## config.mk

```make
export PLATFORM = sky130hd
export DESIGN_NAME = pfc_top
export DESIGN_NICKNAME = d
export VERILOG_FILES = /design/src/common/pfc_pkg.sv /design/src/hw/pfc_top.sv
export VERILOG_INCLUDE_DIRS = /design/src /design/src/common
export SDC_FILE = /design/constraint.sdc
export NUM_CORES = 1
export LEC_CHECK = 0
export ABC_CLOCK_PERIOD_IN_PS = 9300
export BUFFER_PORTS_ARGS = -buffer_cell sky130_fd_sc_hd__buf_4
export CORE_AREA = 5 5 220 222
export CTS_CLUSTER_DIAMETER = 40
export DETAILED_ROUTE_END_ITERATION = 8
export DIE_AREA = 0 0 225 227
export PLACE_DENSITY = 0.74
export SKIP_CTS_REPAIR_TIMING = 1
export SLEW_MARGIN = 10
export SYNTH_ARGS = -nofsm -noshare
export SYNTH_HDL_FRONTEND = slang
export SYNTH_SLANG_ARGS = --single-unit
```

## constraint.sdc

```tcl
create_clock -name mclk -period 9.3 [get_ports mclk]
set_clock_uncertainty 0.15 [all_clocks]
set_input_delay 0.93 -clock mclk [delete_from_list [all_inputs] [get_ports mclk]]
set_output_delay 0.93 -clock mclk [all_outputs]
set_load 0.02 [all_outputs]
```

## src/common/pfc_cfg.svh

```systemverilog
`ifndef PFC_CFG_SVH
`define PFC_CFG_SVH
`define PFC_NGRP 13
`define PFC_NPIN 8
`define PFC_ROUTE_BASE 12'h000
`define PFC_ALT_OFS 12'h004
`define PFC_GRP_STRIDE 12'h008
`define PFC_CLK_OFS 12'h100
`define PFC_SUM_OFS 12'h104
`define PFC_ROUTE_RST 8'h00
`define PFC_ALT_RST 16'h0000
`define PFC_RUN_BIT 8
`define PFC_DIV_HI 7
`define PFC_DIV_LO 4
`define PFC_KEY_HI 3
`define PFC_KEY_LO 2
`define PFC_SRC_HI 1
`define PFC_SRC_LO 0
`define PFC_SRC_IMPL 4'hb
`define PFC_IRQ_GRP 13'h00ff
`endif

```

## src/common/pfc_pkg.sv

```systemverilog
`default_nettype none
package pfc_pkg;
  typedef enum logic [1:0] {
    PFC_SRC_INTERNAL = 2'h0,
    PFC_SRC_LOW_SPEED = 2'h1,
    PFC_SRC_HIGH_SPEED = 2'h2,
    PFC_SRC_EXTERNAL = 2'h3
  } pfc_src_t;
  typedef enum logic [1:0] {
    PFC_KEY_OFF = 2'h0,
    PFC_KEY_PINS2 = 2'h1,
    PFC_KEY_PINS3 = 2'h2,
    PFC_KEY_PINS4 = 2'h3
  } pfc_key_t;
endpackage : pfc_pkg
`default_nettype wire

```

## src/hw/pfc_top.sv

```systemverilog
// Chosen here: the address-and-strobe port and the register offsets.
`include "pfc_cfg.svh"
`timescale 1ns/1ps
`default_nettype none
module pfc_top
  import pfc_pkg::*;
(
  input wire logic mclk,
  input wire logic rstn,
  input wire logic [11:0] bus_addr,
  input wire logic [15:0] bus_wdata,
  input wire logic bus_wr,
  input wire logic bus_rd,
  output logic [15:0] bus_rdata,
  input wire logic wp_unlocked,
  input wire logic debug_mode,
  input wire logic [3:0] src_tick,
  input wire logic [3:0] grp0_in,
  input wire logic [103:0] pin_event_flag,
  input wire logic [103:0] pin_event_enable,
  output logic [103:0] pin_route_to_peripheral,
  output logic [207:0] pin_alt_choice,
  output logic sample_tick,
  output logic port_clk_run,
  output logic key_combo_reset
);
  localparam logic [3:0] SRC_IMPL = `PFC_SRC_IMPL;
  localparam logic [12:0] IRQ_GRP = `PFC_IRQ_GRP;

  function automatic logic addr_is(input logic [11:0] a, input logic [11:0] o);
    return a == o;
  endfunction : addr_is

  // Per-group reset value hook; all groups use the common value for now
  function automatic logic [15:0] alt_reset(input int g);
    return `PFC_ALT_RST;
  endfunction : alt_reset

  logic [7:0] route_q [`PFC_NGRP];
  logic [15:0] alt_q [`PFC_NGRP];
  logic run_while_halted_q;
  logic [3:0] sample_clock_ratio_q;
  pfc_key_t key_combo_reset_cfg_q;
  pfc_src_t sample_clock_origin_q;
  logic [12:0] group_pending_q;
  logic [12:0] group_pending_d;
  logic [14:0] div_cnt_q;
  logic [14:0] div_limit;
  logic tick_in;
  logic clk_wr;
  logic clk_wr_ok;
  logic [15:0] rdata_d;
  logic key_hit;
  logic [15:0] clk_view;

  genvar g, p;
  generate
    for (g = 0; g < `PFC_NGRP; g++) begin : g_grp
      localparam logic [11:0] ROUTE_A = `PFC_ROUTE_BASE + 12'(g) * `PFC_GRP_STRIDE;
      localparam logic [11:0] ALT_A = ROUTE_A + `PFC_ALT_OFS;
      always_ff @(posedge mclk) begin
        if (!rstn) begin
          route_q[g] <= `PFC_ROUTE_RST;
        end else if (bus_wr && addr_is(bus_addr, ROUTE_A)) begin
          route_q[g] <= bus_wdata[7:0];
        end
      end
      always_ff @(posedge mclk) begin
        if (!rstn) begin
          alt_q[g] <= alt_reset(g);
        end else if (bus_wr && addr_is(bus_addr, ALT_A)) begin
          alt_q[g] <= bus_wdata;
        end
      end
      for (p = 0; p < `PFC_NPIN; p++) begin : g_pin
        assign pin_route_to_peripheral[g*8+p] = route_q[g][p];
        // Gated so a stale choice never leaks onto a GPIO pin
        assign pin_alt_choice[g*16+2*p +: 2] =
          route_q[g][p] ? alt_q[g][2*p +: 2] : 2'h0;
      end
      // Derived live, so clearing the pin flag clears the bit with no write path
      assign group_pending_d[g] = IRQ_GRP[g] &&
        (|(pin_event_flag[g*8 +: 8] & pin_event_enable[g*8 +: 8]));
    end
  endgenerate

  always_ff @(posedge mclk) begin
    if (!rstn) begin
      group_pending_q <= 13'h0000;
    end else begin
      group_pending_q <= group_pending_d;
    end
  end

  assign clk_wr = bus_wr && addr_is(bus_addr, `PFC_CLK_OFS);
  assign clk_wr_ok = clk_wr && wp_unlocked;

  always_ff @(posedge mclk) begin
    if (!rstn) begin
      run_while_halted_q <= 1'b0;
      sample_clock_ratio_q <= 4'h0;
      key_combo_reset_cfg_q <= PFC_KEY_OFF;
    end else if (clk_wr_ok) begin
      run_while_halted_q <= bus_wdata[`PFC_RUN_BIT];
      sample_clock_ratio_q <= bus_wdata[`PFC_DIV_HI:`PFC_DIV_LO];
      key_combo_reset_cfg_q <= pfc_key_t'(bus_wdata[`PFC_KEY_HI:`PFC_KEY_LO]);
    end
  end

  always_ff @(posedge mclk) begin
    if (!rstn) begin
      sample_clock_origin_q <= PFC_SRC_INTERNAL;
    end else if (clk_wr_ok && SRC_IMPL[bus_wdata[`PFC_SRC_HI:`PFC_SRC_LO]]) begin
      // Unimplemented codes leave the old source in place
      sample_clock_origin_q <= pfc_src_t'(bus_wdata[`PFC_SRC_HI:`PFC_SRC_LO]);
    end
  end

  always_ff @(posedge mclk) begin
    if (!rstn) begin
      port_clk_run <= 1'b1;
    end else begin
      port_clk_run <= !debug_mode || run_while_halted_q;
    end
  end

  assign tick_in = src_tick[sample_clock_origin_q] && port_clk_run;
  assign div_limit = 15'((16'h0001 << sample_clock_ratio_q) - 16'h0001);

  // Counter restarts on a config write so a new ratio starts from a clean phase
  always_ff @(posedge mclk) begin
    if (!rstn) begin
      div_cnt_q <= 15'h0000;
      sample_tick <= 1'b0;
    end else if (clk_wr_ok) begin
      div_cnt_q <= 15'h0000;
      sample_tick <= 1'b0;
    end else if (tick_in && div_cnt_q >= div_limit) begin
      div_cnt_q <= 15'h0000;
      sample_tick <= 1'b1;
    end else begin
      div_cnt_q <= tick_in ? div_cnt_q + 15'h0001 : div_cnt_q;
      sample_tick <= 1'b0;
    end
  end

  always_comb begin
    unique case (key_combo_reset_cfg_q)
      PFC_KEY_OFF: key_hit = 1'b0;
      PFC_KEY_PINS2: key_hit = ~|grp0_in[1:0];
      PFC_KEY_PINS3: key_hit = ~|grp0_in[2:0];
      PFC_KEY_PINS4: key_hit = ~|grp0_in[3:0];
    endcase
  end

  always_ff @(posedge mclk) begin
    if (!rstn) begin
      key_combo_reset <= 1'b0;
    end else begin
      key_combo_reset <= key_hit;
    end
  end

  assign clk_view = {7'h00, run_while_halted_q, sample_clock_ratio_q,
                     key_combo_reset_cfg_q, sample_clock_origin_q};

  always_comb begin
    rdata_d = 16'h0000;
    for (int i = 0; i < `PFC_NGRP; i++) begin
      if (addr_is(bus_addr, `PFC_ROUTE_BASE + 12'(i) * `PFC_GRP_STRIDE)) begin
        rdata_d = {8'h00, route_q[i]};
      end
      if (addr_is(bus_addr, `PFC_ROUTE_BASE + 12'(i) * `PFC_GRP_STRIDE + `PFC_ALT_OFS)) begin
        rdata_d = alt_q[i];
      end
    end
    if (addr_is(bus_addr, `PFC_CLK_OFS)) begin
      rdata_d = clk_view;
    end
    if (addr_is(bus_addr, `PFC_SUM_OFS)) begin
      rdata_d = {3'h0, group_pending_q};
    end
  end

  always_ff @(posedge mclk) begin
    if (!rstn) begin
      bus_rdata <= 16'h0000;
    end else begin
      bus_rdata <= bus_rd ? rdata_d : 16'h0000;
    end
  end
endmodule : pfc_top
`default_nettype wire

```

---- Yosys cells after proc, flatten, opt, wreduce, memory -nomap -nowiden ----
Memory sizes are Yosys's and may differ from the RTL's.
Index checks and enable logic that the tools add are counted.
storage, ports and cells
  register bits ........................... 56
  output and inout port bits .............. 331
  memories kept ........................... 2
  memory bits (writable) .................. 312
cells by class
  magnitude comparators ................... 3
  reductions and logical operators ........ 53
  shift-type cells ........................ 1
  equality and inequality tests ........... 30
  add/sub/neg operators ................... 2
  multiplexer cells ....................... 243
  bitwise logic cells ..................... 36
memories
  memory   depth  width  read ports  clocked after Yosys merged registers in  write ports  line           RTL
  alt_q    13     16     13          0                                        13           pfc_top.sv:40  logic [15:0] alt_q [`PFC_NGRP];
  route_q  13     8      13          0                                        13           pfc_top.sv:39  logic [7:0] route_q [`PFC_NGRP];
operators by type and width
  kind                     count
  $mux W16                 38
  $mux W2                  104
  $eq A12 B7 Y1 const B    10
  $mux W8                  14
  $eq A12 B6 Y1 const B    8
  $mux W1                  82
  $and A8 B8 Y8            8
  $reduce_or A8 Y1         8
  $eq A12 B5 Y1 const B    4
  $logic_and A1 B1 Y1      31
  $mux W13                 2
  $or A1 B1 Y1             26
  $eq A12 B4 Y1 const B    2
  $eq A12 B9 Y1 const B    2
  $add A15 B1 Y15 const B  1
  $ge A15 B15 Y1           1
  $shl A1 B4 Y15 const A   1
  $sub A15 B1 Y15 const B  1
  $eq A12 B3 Y1 const B    1
  $logic_not A12 Y1        1
  $reduce_or A4 Y1         2
  $lt A2 B3 Y1 const B     2
  $reduce_or A3 Y1         2
  $bmux W1 S2              2
  other kinds (9)          15

---- Logic depth before layout (Yosys ltp) ----
Gate-level depths: netlist of the first run.
  word-level depth ........................ 29
  depth in mapped cells ................... 17
  mapped depth without buffers ............ 15

---- Worst setup path before layout of the first run ----
Ideal clock, no wire load.
  kind .................................... input port to flip-flop
  from .................................... input bus_addr[2]
  to ...................................... memory alt_q[1][0], in the netlist alt_q[0][16] (enable)
  path slack .............................. 5,149 ps
  stages on the path ...................... 7
  data arrival time ....................... 3,590 ps
  path buffers ............................ 5
  library setup time ...................... 411 ps
  cells stage by stage .................... clkbuf_1 > clkbuf_1 > clkbuf_1 > clkbuf_1 > clkbuf_1 > nand2_1 > o21ai_0
RTL lines
  element      line           RTL
  from (decl)  pfc_top.sv:10  input wire logic [11:0] bus_addr,
  to (decl)    pfc_top.sv:40

---- Worst setup path in the final report of the first run ----
  from .................................... input bus_addr[2]
  to ...................................... register bus_rdata[4]
on the way
  longest elaborated chain between the ends .. 29
  elaborated cells between the ends (all ways) .. 56
RTL lines
  element               line            RTL
  $logic_not A12 Y1     pfc_top.sv:31   return a == o;
  $mux W8               pfc_top.sv:170  if (addr_is(bus_addr, `PFC_ROUTE_BASE + 12'(i) * `PFC_GRP_STRIDE)) begin
  $mux W16              pfc_top.sv:173  if (addr_is(bus_addr, `PFC_ROUTE_BASE + 12'(i) * `PFC_GRP_STRIDE + `PFC_ALT_OFS)) begin
  $mux W16              pfc_top.sv:170
  $mux W16              pfc_top.sv:173
  $mux W16              pfc_top.sv:170
  $mux W16              pfc_top.sv:173
  $mux W16              pfc_top.sv:170
  (+13 left out)        n/a
  $mux W16              pfc_top.sv:170
  $mux W16              pfc_top.sv:173
  $mux W16              pfc_top.sv:170
  $mux W16              pfc_top.sv:173
  $mux W16              pfc_top.sv:170
  $mux W16              pfc_top.sv:173
  $mux W13              pfc_top.sv:177  if (addr_is(bus_addr, `PFC_CLK_OFS)) begin
  $mux W13 (*)          pfc_top.sv:180  if (addr_is(bus_addr, `PFC_SUM_OFS)) begin
  to (signal assigned)  pfc_top.sv:189  bus_rdata <= bus_rd ? rdata_d : 16'h0000;
  to (decl)             pfc_top.sv:14   output logic [15:0] bus_rdata,
Every way passes the cells marked *; elsewhere a longest branch is shown, timed or not.
A chain may end at the register's enable or synchronous reset.

==> metrics.csv, run 1 <==
stage,metric,value,unit
clock_network,cts_root_buf,clkbuf_16,
timing,timing.fmax,222,MHz
routing,route.detailed.drc,0,
clock_network,clock_sinks,363,
placed_design,io_buffers,500,
clock_network,numCtsBuffers,53,
critical_path,path_buf_inv,2,
placed_design,gp_congestion,1.02,
power_and_ir_drop,power_frac_seq,42.7,%
critical_path,r2r-start,sample_clock_ratio_q[3],
power_and_ir_drop,combPwrFrac,11.0,%
timing,layout_setup_ws,4.80,ns
min_path,min_path_type,reg -> reg,
routing,first_pass_iters,6,
critical_path,r2r_cells,14,
cells_and_area,drive_gt1_share,29.0,%
critical_path,crit_required,9.62,ns
timing,rsz0062_at_grt,false,
cells_and_area,seqCellArea,10400,um2
critical_path,crit_fanout,44,
floorplanning,die_area,51100,um2
clock_network,h-tree-depth,2,
floorplanning,start_util,41.8,%
synth,synthTopCellsByArea,"edfxtp_1 49%, and2_1 8.7%, and3_1 8.2%, dfxtp_1 5.3%, a22oi_1 2.6%",
floorplanning,chipHeight,227,um
grt,globalRouteTotalUtil,34.8,%
synth,yosysSeqAreaShare,53.8,%
floorplanning,std_cell_rows,79,
critical_path,cp_top_family,compound AO/OA/AOI/OAI gates,
floorplanning,io_pins,581,
power_and_ir_drop,leakage,10.7,nW
synth,syn_area_per_cell,10.4,um2
synth,synth_edf_count,312,
cells_and_area,fillCellCount,4011,
placed_design,place_ws,4.43,ns
cells_and_area,multi_input_area,8290,um2
critical_path,slowest_delay,1.11,ns
critical_path,r2r_end,div_cnt_q[1],
placed_design,dpl_cell_area,23600,um2
clock_network,clk_pin_slew,0.06,ns
critical_path,crit_slowest_cell,a2111oi_0,
synth,synth_ff_type,edfxtp_1,
min_path,hold_end,bus_rdata[2],
power_and_ir_drop,internal-power,3.29,mW
grt,overflow,0,
critical_path,cp.arrival,4.82,ns
grt,grt_max_degree,127,
synth,yosys.cell_types.count,77,
status,status,"finished, final reports clean",
synth,netlist.area_leader.share,48.5,%
synth,syn_inst,1848,
routing,dr.first_iter.drc_count,2931,
cells_and_area,fin_nets,2569,
critical_path,critPathCaptureType,register,
critical_path,cp_common_cell,buf_4,
grt,grt_pass1_wl,129000,um
power_and_ir_drop,total_power,4.55,mW
routing,wl_per_cell,31.6,um
grt,grt_pass1_vias,17868,
timing,drv_slew,0,
timing,setup_violations,0,
placed_design,hpwl,69600,um
power_and_ir_drop,swShare,27.7,%
floorplanning,die_x,225,um
routing,num_vias,18796,
cells_and_area,area_delta_synth_final,32.1,%
timing,worst_slew_pin_slew,1.34,ns
timing,final_hold_viol_count,0,
clock_network,cts_tree,built,
power_and_ir_drop,powerDensity,178,nW/um2
grt,grt_antenna_before_repair,5,
synth,synth-async-reset-ratio,0,%
routing,totalWireLength,93500,um
floorplanning,core,46200,um2
synth,synth_top_area_cell,edfxtp_1,
synth,ys_warn_count,0,
cells_and_area,final_area,25500,um2
power_and_ir_drop,p_switching,1.26,mW
min_path,min_path_cells,1,
critical_path,cp_cell_sequence,buf_4 > buf_4 > or4b_1 > or3_1 > a21oi_1 > o41ai_1 > a2111oi_0 > a211oi_1 > a211o_1,
timing,setup_tns,0,ns
run,maxCapViolations,0,
routing,ant_nets,0,
cells_and_area,final_util,55.3,%
timing,slew_headroom,10.1,%
synth,mappedNetlistNets,2115,
synth,netlist_area,19300,um2
power_and_ir_drop,vdd_drop_max,0.000136,V
timing,finalCritPeriodShare,48.3,%
clock_network,insertion_delay,0.63,ns
timing,period_needed,4.50,ns
critical_path,reg2reg_slack,5.19,ns
routing,via_per_inst,6.36,
min_path,hp-start,group_pending_q[2],
synth,synth-seq-cells,363,
clock_network,cts.path.max_buffers,3,
power_and_ir_drop,pwr-share-clk,46.3,%
critical_path,start_kind,input pin,
critical_path,critical_path_class,in -> reg,
==> logic make-up (layout without fill, tap and decap cells) <==
logic type	after synthesis	count (layout)	synth area share, %
AO/OA/AOI/OAI	345	345	12.3
XOR/XNOR	15	15	0.680
adder cells (fa/ha/maj)	17	17	1.10
buffers and inverters	164	663	3.44
flip-flops	363	363	53.8
multiplexers	22	22	1.22
other	0	1	0
AND/OR/NAND/NOR	922	922	27.4
==> layout make-up <==
cell class,instances,share of cell area [%]
diodes,1,0.00981
clock buffers,58,5.31
clock inverters,42,2.11
inverters,14,0.206
multi-input cells,1321,32.5
flip-flops and latches,363,40.7
well taps,607,2.98
repair buffers,549,16.2
==> Yosys cell counts, types with 8 or more instances <==
master,count
a211oi_1,16
a21oi_1,47
a222oi_1,18
a22oi_1,67
a41oi_1,8
and2_1,267
and3_1,253
buf_2,15
clkbuf_1,126
dfxtp_1,51
edfxtp_1,312
ha_1,17
inv_1,13
mux2_2,12
mux2i_1,10
nand2_1,102
nand2b_1,12
nand3_1,50
nand4_1,22
nor2_1,105
nor2b_1,8
nor3_1,32
nor4_1,15
o211ai_1,9
o21ai_0,85
o221ai_1,12
o22ai_1,9
o31ai_1,8
or3_1,9
xnor2_1,9
==> worst reg2reg max path, cell delays in order, from the launching register on <==
cell      delay, ns
dfxtp_1        0.47
nor3_1         0.31
nand2b_1       0.12
ha_1           0.29
or2_2          0.32
o21ai_0        0.20
a22o_1         0.16
a21oi_1        0.08
ha_1           0.23
nor3_1         0.18
nand2_1        0.10
or4_1          0.48
o21ai_0        0.24
nand3_1        0.47
a21oi_1        0.27
==> stage by stage <==
step                      std cells  hold slack (ns)
after floorplan                1848            0.262
after detailed placement       2854            0.291
after global placement         2854            0.300
after global routing           2954            0.331
final                          2955            0.301
after CTS                      2954            0.314
==> sequential cells by signal (all words and copies together) (netlist names) <==
| name | count |
|---|---|
| alt_q | 208 |
| bus_rdata | 16 |
| div_cnt_q | 15 |
| group_pending_q | 8 |
| key_combo_reset | 1 |
| key_combo_reset_cfg_q | 2 |
| port_clk_run | 1 |
| route_q | 104 |
| run_while_halted_q | 1 |
| sample_clock_origin_q | 2 |
| sample_clock_ratio_q | 4 |
| sample_tick | 1 |
==> layer usage <==
metal	vias up	wire [um]	global-route usage (%)
li1	7868	-	-
met1	9216	35200	48.2
met2	1505	41300	52.1
met3	207	12700	9.68
met4	0	4240	14.3
met5	-	0	0
==> cells in the final DEF (no fill, tap or decap), drive strengths merged, types with 6 or more instances in the layout <==
master,n
a41oi,8
inv,24
a222oi,18
mux2i,10
clkbuf,58
or3,9
nor4,22
ha,17
o21ai,86
xnor2,9
o21a,6
nor3,34
and2,268
nand2b,12
o211ai,9
nand3,50
a21oi,47
and3,253
o221ai,12
nand4,22
dfxtp,51
a22oi,67
nor2,106
a2111oi,7
clkinv,21
buf,549
nor4b,8
edfxtp,312
mux2,12
o2111ai,6
xor2,6
nand2,102
bufinv,6
nor2b,8
o31ai,8
a211oi,16
o22ai,9
a221oi,6
==> power groups by stage <==
stage | clock, mW | sequential, mW | combinational, mW
4_1_cts | 2.11 | 1.94 | 0.493
2_1_floorplan | 0 | 1.94 | 0.201
3_3_place_gp | 0 | 1.97 | 0.488
6_report | 2.11 | 1.94 | 0.500
5_1_grt | 2.19 | 1.94 | 0.518
3_5_place_dp | 0 | 1.97 | 0.491
==> how the worst max path moves through the flow <==
stage | start | to | slack (ns) | cells after the start
finish | bus_addr[2] | bus_rdata[4] | 4.80 | 9
global route | sample_clock_ratio_q[3] | div_cnt_q[1] | 4.76 | 14
CTS | bus_addr[2] | bus_rdata[4] | 5.03 | 9
detailed placement | bus_addr[2] | bus_rdata[4] | 4.43 | 9
global placement | bus_addr[2] | bus_rdata[4] | 4.44 | 9
floorplan | bus_addr[2] | alt_q[0][16] | 5.15 | 7
Power figures use the tool's default switching activity.
==> run 2: changes to the inputs <==
ABC_CLOCK_PERIOD_IN_PS = 3940   (was 9300)
PLACE_DENSITY = 0.77   (was 0.74)
clock period = 3.94 ns   (was 9.3 ns; I/O delays follow)
==> metrics.csv, run 2 (synthesized netlist as in run 1, its figures left out) <==
stage,metric,value,unit
critical_path,r2r_end,div_cnt_q[1],
placed_design,gp_congestion,1.01,
timing,finalCritPeriodShare,91.8,%
critical_path,critPathCaptureType,register,
timing,drv_slew,0,
grt,overflow,0,
clock_network,numCtsBuffers,53,
critical_path,crit_fanout,15,
critical_path,r2r_cells,15,
cells_and_area,final_util,56.4,%
cells_and_area,final_cell_mix,"602 x buf_4, 312 x edfxtp_1, 267 x and2_1, 253 x and3_1, 104 x nor2_1",
grt,globalRouteTotalUtil,34.3,%
cells_and_area,final_area,26000,um2
grt,grt_antenna_before_repair,5,
placed_design,dp_cells,2915,
timing,final_hold_viol_count,5,
status,violations,negative hold slack,
power_and_ir_drop,power_frac_seq,43.7,%
critical_path,cp_cell_sequence,nor3_1 > nand2b_1 > ha_1 > or2_2 > o21ai_0 > a22o_1 > a21oi_1 > ha_1 > nor3_1 > nand2_1 > or4_1 > o21ai_0 > nand3_1 > buf_4 > a21oi_1,
clock_network,clock_sinks,363,
floorplanning,core,46200,um2
timing,setup_tns,0,ns
placed_design,io_buffers,500,
timing,layout_setup_ws,0.321,ns
grt,grt_max_degree,246,
cells_and_area,fin_nets,2637,
power_and_ir_drop,powerDensity,403,nW/um2
run,maxCapViolations,0,
power_and_ir_drop,p_switching,2.88,mW
min_path,hp-start,pin_event_enable[35],
timing,hold_slack,-0.0368,ns
critical_path,path_buf_inv,1,
routing,ant_nets,0,
clock_network,h-tree-depth,2,
grt,grt_pass1_wl,128000,um
min_path,hold_end,group_pending_q[4],
power_and_ir_drop,pwr-share-clk,44.8,%
critical_path,cp_top_family,simple AND/OR/NAND/NOR gates,
routing,wl_per_cell,30.7,um
clock_network,clk_pin_slew,0.05,ns
power_and_ir_drop,total_power,10.5,mW
routing,route.detailed.drc,0,
cells_and_area,final_common_cell,buf_4,
power_and_ir_drop,combPwrFrac,11.5,%
critical_path,crit_required,4.32,ns
routing,dr.first_iter.drc_count,2990,
critical_path,path_depth,15,
clock_network,cts_root_buf,clkbuf_16,
critical_path,start_kind,register,
timing,timing.fmax,276,MHz
power_and_ir_drop,vdd_drop_max,0.000338,V
routing,first_pass_iters,6,
cells_and_area,drive_gt1_share,30.4,%
cells_and_area,area_delta_synth_final,34.7,%
timing,slew_headroom,34.9,%
grt,met2_usage,52.3,%
routing,num_vias,19133,
placed_design,place_ws,0.359,ns
grt,grt_pass1_vias,18412,
floorplanning,die_x,225,um
critical_path,cp.arrival,3.99,ns
critical_path,crit_slowest_cell,or4_1,
status,status,finished with violations,
floorplanning,start_util,41.8,%
cells_and_area,top_regs,"alt_q: 208 flops, route_q: 104 flops, bus_rdata: 16 flops",
power_and_ir_drop,leakage,11.0,nW
critical_path,reg2reg_slack,0.32,ns
placed_design,hpwl,69400,um
timing,worst_slew_pin_slew,0.977,ns
clock_network,cts.path.max_buffers,3,
timing,rsz0062_at_grt,false,
critical_path,r2r-start,sample_clock_ratio_q[3],
floorplanning,die_area,51100,um2
cells_and_area,largest_reg_flops,208,
critical_path,slowest_delay,0.46,ns
routing,via_per_inst,6.33,
cells_and_area,final_cell_count_no_fill,3023,
floorplanning,chipHeight,227,um
min_path,min_path_cells,3,
floorplanning,std_cell_rows,79,
cells_and_area,fillCellCount,3964,
min_path,min_path_type,in -> reg,
grt,busiest_layer,met2,
grt,use_met1,46.0,%
cells_and_area,regMostFlops,alt_q,
floorplanning,io_pins,581,
power_and_ir_drop,swShare,27.4,%
routing,totalWireLength,92800,um
grt,met3_usage,8.79,%
clock_network,insertion_delay,0.61,ns
timing,period_needed,3.62,ns
power_and_ir_drop,internal-power,7.61,mW
timing,setup_violations,0,
placed_design,dpl_cell_area,24200,um2
critical_path,critical_path_class,reg -> reg,
clock_network,cts_tree,built,
run 2: cell count changes in the layout (fill, tap and decap cells not counted), sizes merged:
cell	change
buf	+61
bufinv	-3
clkbuf	+5
clkinv	-3
dlygate4sd3	+7
inv	+1
run 2: cell type report:
cell class,instances,area [um2],area share [%]
Multi-Input combinational cell,1321,8280,31.8
Tap cell,607,759,2.92
Timing Repair Buffer,617,4750,18.3
Sequential cell,363,10400,39.9
Inverter,14,52.6,0.202
Clock buffer,63,1400,5.36
Clock inverter,37,385,1.48
Antenna cell,1,2.50,0.00962
run 2: power by group through the flow:
stage	combinational, mW	clock (mW)	sequential (mW)
floorplan	0.475	0	4.57
finish	1.20	4.70	4.59
global placement	1.17	0	4.65
CTS	1.18	4.71	4.57
detailed placement	1.18	0	4.65
global route	1.25	4.89	4.59
run 2: how the worst max path moves through the flow:
stage | slack, ns | to | start
2_1_floorplan | 0.32 | alt_q[0][16] | bus_addr[2]
3_3_place_gp | 0.36 | bus_rdata[4] | bus_addr[5]
3_5_place_dp | 0.36 | div_cnt_q[1] | sample_clock_ratio_q[3]
4_1_cts | 0.35 | div_cnt_q[1] | sample_clock_ratio_q[3]
5_1_grt | 0.08 | div_cnt_q[8] | sample_clock_ratio_q[3]
6_report | 0.32 | div_cnt_q[1] | sample_clock_ratio_q[3]
run 2: layer usage:
metal | vias up | wire, um
met5 | - | 13
met4 | 2 | 4900
met2 | 1566 | 41400
met1 | 9301 | 34200
met3 | 264 | 12200
li1 | 8000 | -
run 2: worst min-delay path: cells and delay by family:
family	cells	cell delay (ns)
AO/OA/AOI/OAI	2	0.20
buffers and inverters	1	0.08
==> run 3: changes to the inputs <==
ABC_AREA = 1   (was default)
CORE_AREA = 5 5 221 223   (was 5 5 220 222)
DIE_AREA = 0 0 226 228   (was 0 0 225 227)
PLACE_DENSITY = 0.74   (was 0.77)
REMOVE_ABC_BUFFERS = 1   (was default)
==> metrics.csv, run 3 <==
stage,metric,value,unit
clock_network,cts_tree,built,
grt,grt_antenna_before_repair,1,
cells_and_area,final_cell_count_no_fill,3462,
critical_path,slowest_delay,0.41,ns
critical_path,crit_slowest_cell,dfxtp_1,
synth,muxShareOfSynthArea,0,%
min_path,min_path_type,in -> reg,
cells_and_area,final_cell_mix,"583 x buf_4, 568 x nand2_1, 420 x nor2_1, 342 x inv_1, 312 x edfxtp_1",
synth,netlist_area,18500,um2
grt,grt_pass1_wl,114000,um
synth,synth_edf_count,312,
floorplanning,std_cell_rows,79,
critical_path,cp_top_family,compound AO/OA/AOI/OAI gates,
synth,synth_most_common_cell,nand2_1,
placed_design,hpwl,60500,um
timing,slew_headroom,24.7,%
timing,setup_violations,0,
synth,synth-seq-cells,363,
floorplanning,die_area,51500,um2
cells_and_area,top_regs,"alt_q: 208 flops, route_q: 104 flops, bus_rdata: 16 flops",
floorplanning,core,46400,um2
synth,synth_ff_type,edfxtp_1,
timing,worst_slew_pin_slew,1.13,ns
timing,final_hold_viol_count,1,
synth,synth_top_family_by_area,simple AND/OR/NAND/NOR gates,
critical_path,critical_path_class,reg -> reg,
critical_path,start_kind,register,
placed_design,dp_cells,3326,
critical_path,path_buf_inv,1,
synth,yosysSeqAreaShare,56.3,%
routing,dr.first_iter.drc_count,2533,
power_and_ir_drop,vdd_drop_max,0.000394,V
clock_network,numCtsBuffers,56,
cells_and_area,fillCellCount,4141,
critical_path,critPathCaptureType,register,
synth,synthSimpleGateAreaFrac,26.1,%
clock_network,clock_sinks,363,
clock_network,cts.path.max_buffers,3,
cells_and_area,final_common_cell,buf_4,
cells_and_area,area_delta_synth_final,39.0,%
clock_network,insertion_delay,0.60,ns
power_and_ir_drop,leakage,12.6,nW
placed_design,io_buffers,500,
critical_path,cp_cell_sequence,nor2_1 > nand2_1 > ha_1 > a21boi_2 > o21ai_2 > xnor2_1 > ha_1 > a21oi_1 > o221ai_1 > a211o_1 > a21oi_1 > nor2_1 > o21ai_0 > nand2_1 > a21oi_1 > o21ai_0 > nand2_1 > nand3_1 > buf_4 > nor3b_1,
timing,timing.fmax,272,MHz
placed_design,gp_congestion,0.940,
clock_network,cts_root_buf,clkbuf_16,
cells_and_area,n_antenna_cell,0,
synth,netlist.area_leader.share,50.7,%
cells_and_area,multi_input_area,6440,um2
routing,wl_per_cell,23.1,um
critical_path,crit_fanout,15,
grt,grt_pass1_vias,18331,
synth,synthTopCellsByArea,"edfxtp_1 51%, nand2_1 12%, nor2_1 8.6%, inv_1 7.0%, dfxtp_1 5.5%",
critical_path,crit_required,4.30,ns
cells_and_area,seqCellArea,10400,um2
floorplanning,io_pins,581,
synth,synth-async-reset-ratio,0,%
cells_and_area,regMostFlops,alt_q,
floorplanning,start_util,39.8,%
floorplanning,chipHeight,228,um
clock_network,h-tree-depth,2,
routing,num_vias,18733,
run,maxCapViolations,0,
synth,yosys.cell_types.count,47,
synth,synth-xor-area-share,0.569,%
routing,via_per_inst,5.41,
cells_and_area,final_util,55.4,%
routing,totalWireLength,80000,um
timing,period_needed,3.68,ns
synth,syn_area_per_cell,8.38,um2
synth,ys_warn_count,0,
grt,overflow,0,
cells_and_area,drive_gt1_share,26.0,%
routing,ant_nets,0,
clock_network,clk_pin_slew,0.06,ns
synth,synth_adder_area_share,1.15,%
critical_path,cp.arrival,4.04,ns
cells_and_area,largest_reg_flops,208,
power_and_ir_drop,powerDensity,422,nW/um2
timing,hold_slack,-0.0116,ns
grt,globalRouteTotalUtil,29.5,%
routing,route.detailed.drc,0,
synth,synth_compound_area_share,6.85,%
synth,synth_top_area_cell,edfxtp_1,
status,violations,negative hold slack,
timing,drv_slew,0,
floorplanning,die_x,226,um
status,status,finished with violations,
routing,first_pass_iters,7,
synth,ys_top_cells_by_count,"568 x nand2_1, 421 x nor2_1, 342 x inv_1, 312 x edfxtp_1, 70 x nand3_1",
grt,grt_max_degree,32,
synth,syn_inst,2203,
critical_path,reg2reg_slack,0.26,ns
cells_and_area,fin_nets,3075,
power_and_ir_drop,total_power,10.8,mW
timing,finalCritPeriodShare,93.3,%
[run 3: changes by cell type after synthesis, sizes merged, moves of 43 or more]
cell,before,now
a22oi,67,0
and3,253,0
nor2,106,437
clkbuf,126,61
nand2,102,576
and2,268,1
inv,13,367
a221oi,6,49
[run 3: worst min-delay path, cell delays in order]
cell	delay (ns)
buf_4	0.09
nor2_1	0.05
a211oi_1	0.14
[run 3: cells by family (layout without fill, tap and decap cells)]
family,count (synthesis),count (layout)
buffers and inverters,443,1095
AO/OA/AOI/OAI,189,189
flip-flops,363,363
adder cells (fa/ha/maj),17,17
AND/OR/NAND/NOR,1179,1179
XOR/XNOR,12,12
[run 3: cell type report]
cell class	count	area share, %
Multi-Input combinational cell	1397	25.1
Clock inverter	39	1.74
Timing Repair Buffer	615	18.3
Tap cell	607	2.96
Inverter	375	5.48
Clock buffer	66	5.94
Sequential cell	363	40.5
[run 3: worst paths after layout]
path	start	endpoint	cells after the start
setup / recovery	sample_clock_ratio_q[0]	div_cnt_q[8]	20
hold / removal	bus_wdata[2]	key_combo_reset_cfg_q[0]	3
setup reg to reg	sample_clock_ratio_q[0]	div_cnt_q[8]	20
hold reg to reg	group_pending_q[5]	bus_rdata[5]	2
[run 3: report_power, final]
part           internal (mW)  total (mW)  leakage (nW)  switching (mW)
clock network           3.22        5.18         0.951            1.96
logic                  0.438        1.13          8.23           0.696
registers               4.35        4.54          3.38           0.191
[run 3: metal layers]
metal / GRT usage [%] / up-vias / share of wire [%] / wire length, um
met5: 0 / - / 0.016 / 13
met4: 10.5 / 2 / 3.8 / 3040
met3: 6.74 / 201 / 12 / 9790
met2: 49.8 / 1353 / 48 / 38700
met1: 37.1 / 8823 / 36 / 28500
li1: - / 8354 / - / -
[run 3: metrics by stage]
| step | setup slack, ns | cell area (um2) | setup TNS (ns) |
|---|---|---|---|
| 6_report | 0.265 | 25700 | 0 |
| 3_5_place_dp | 0.136 | 23400 | 0 |
| 4_1_cts | 0.112 | 25300 | 0 |
| 5_1_grt | -0.00267 | 25700 | -0.00267 |
| 2_1_floorplan | 0.342 | 18200 | 0 |
| 3_3_place_gp | 0.185 | 23400 | 0 |
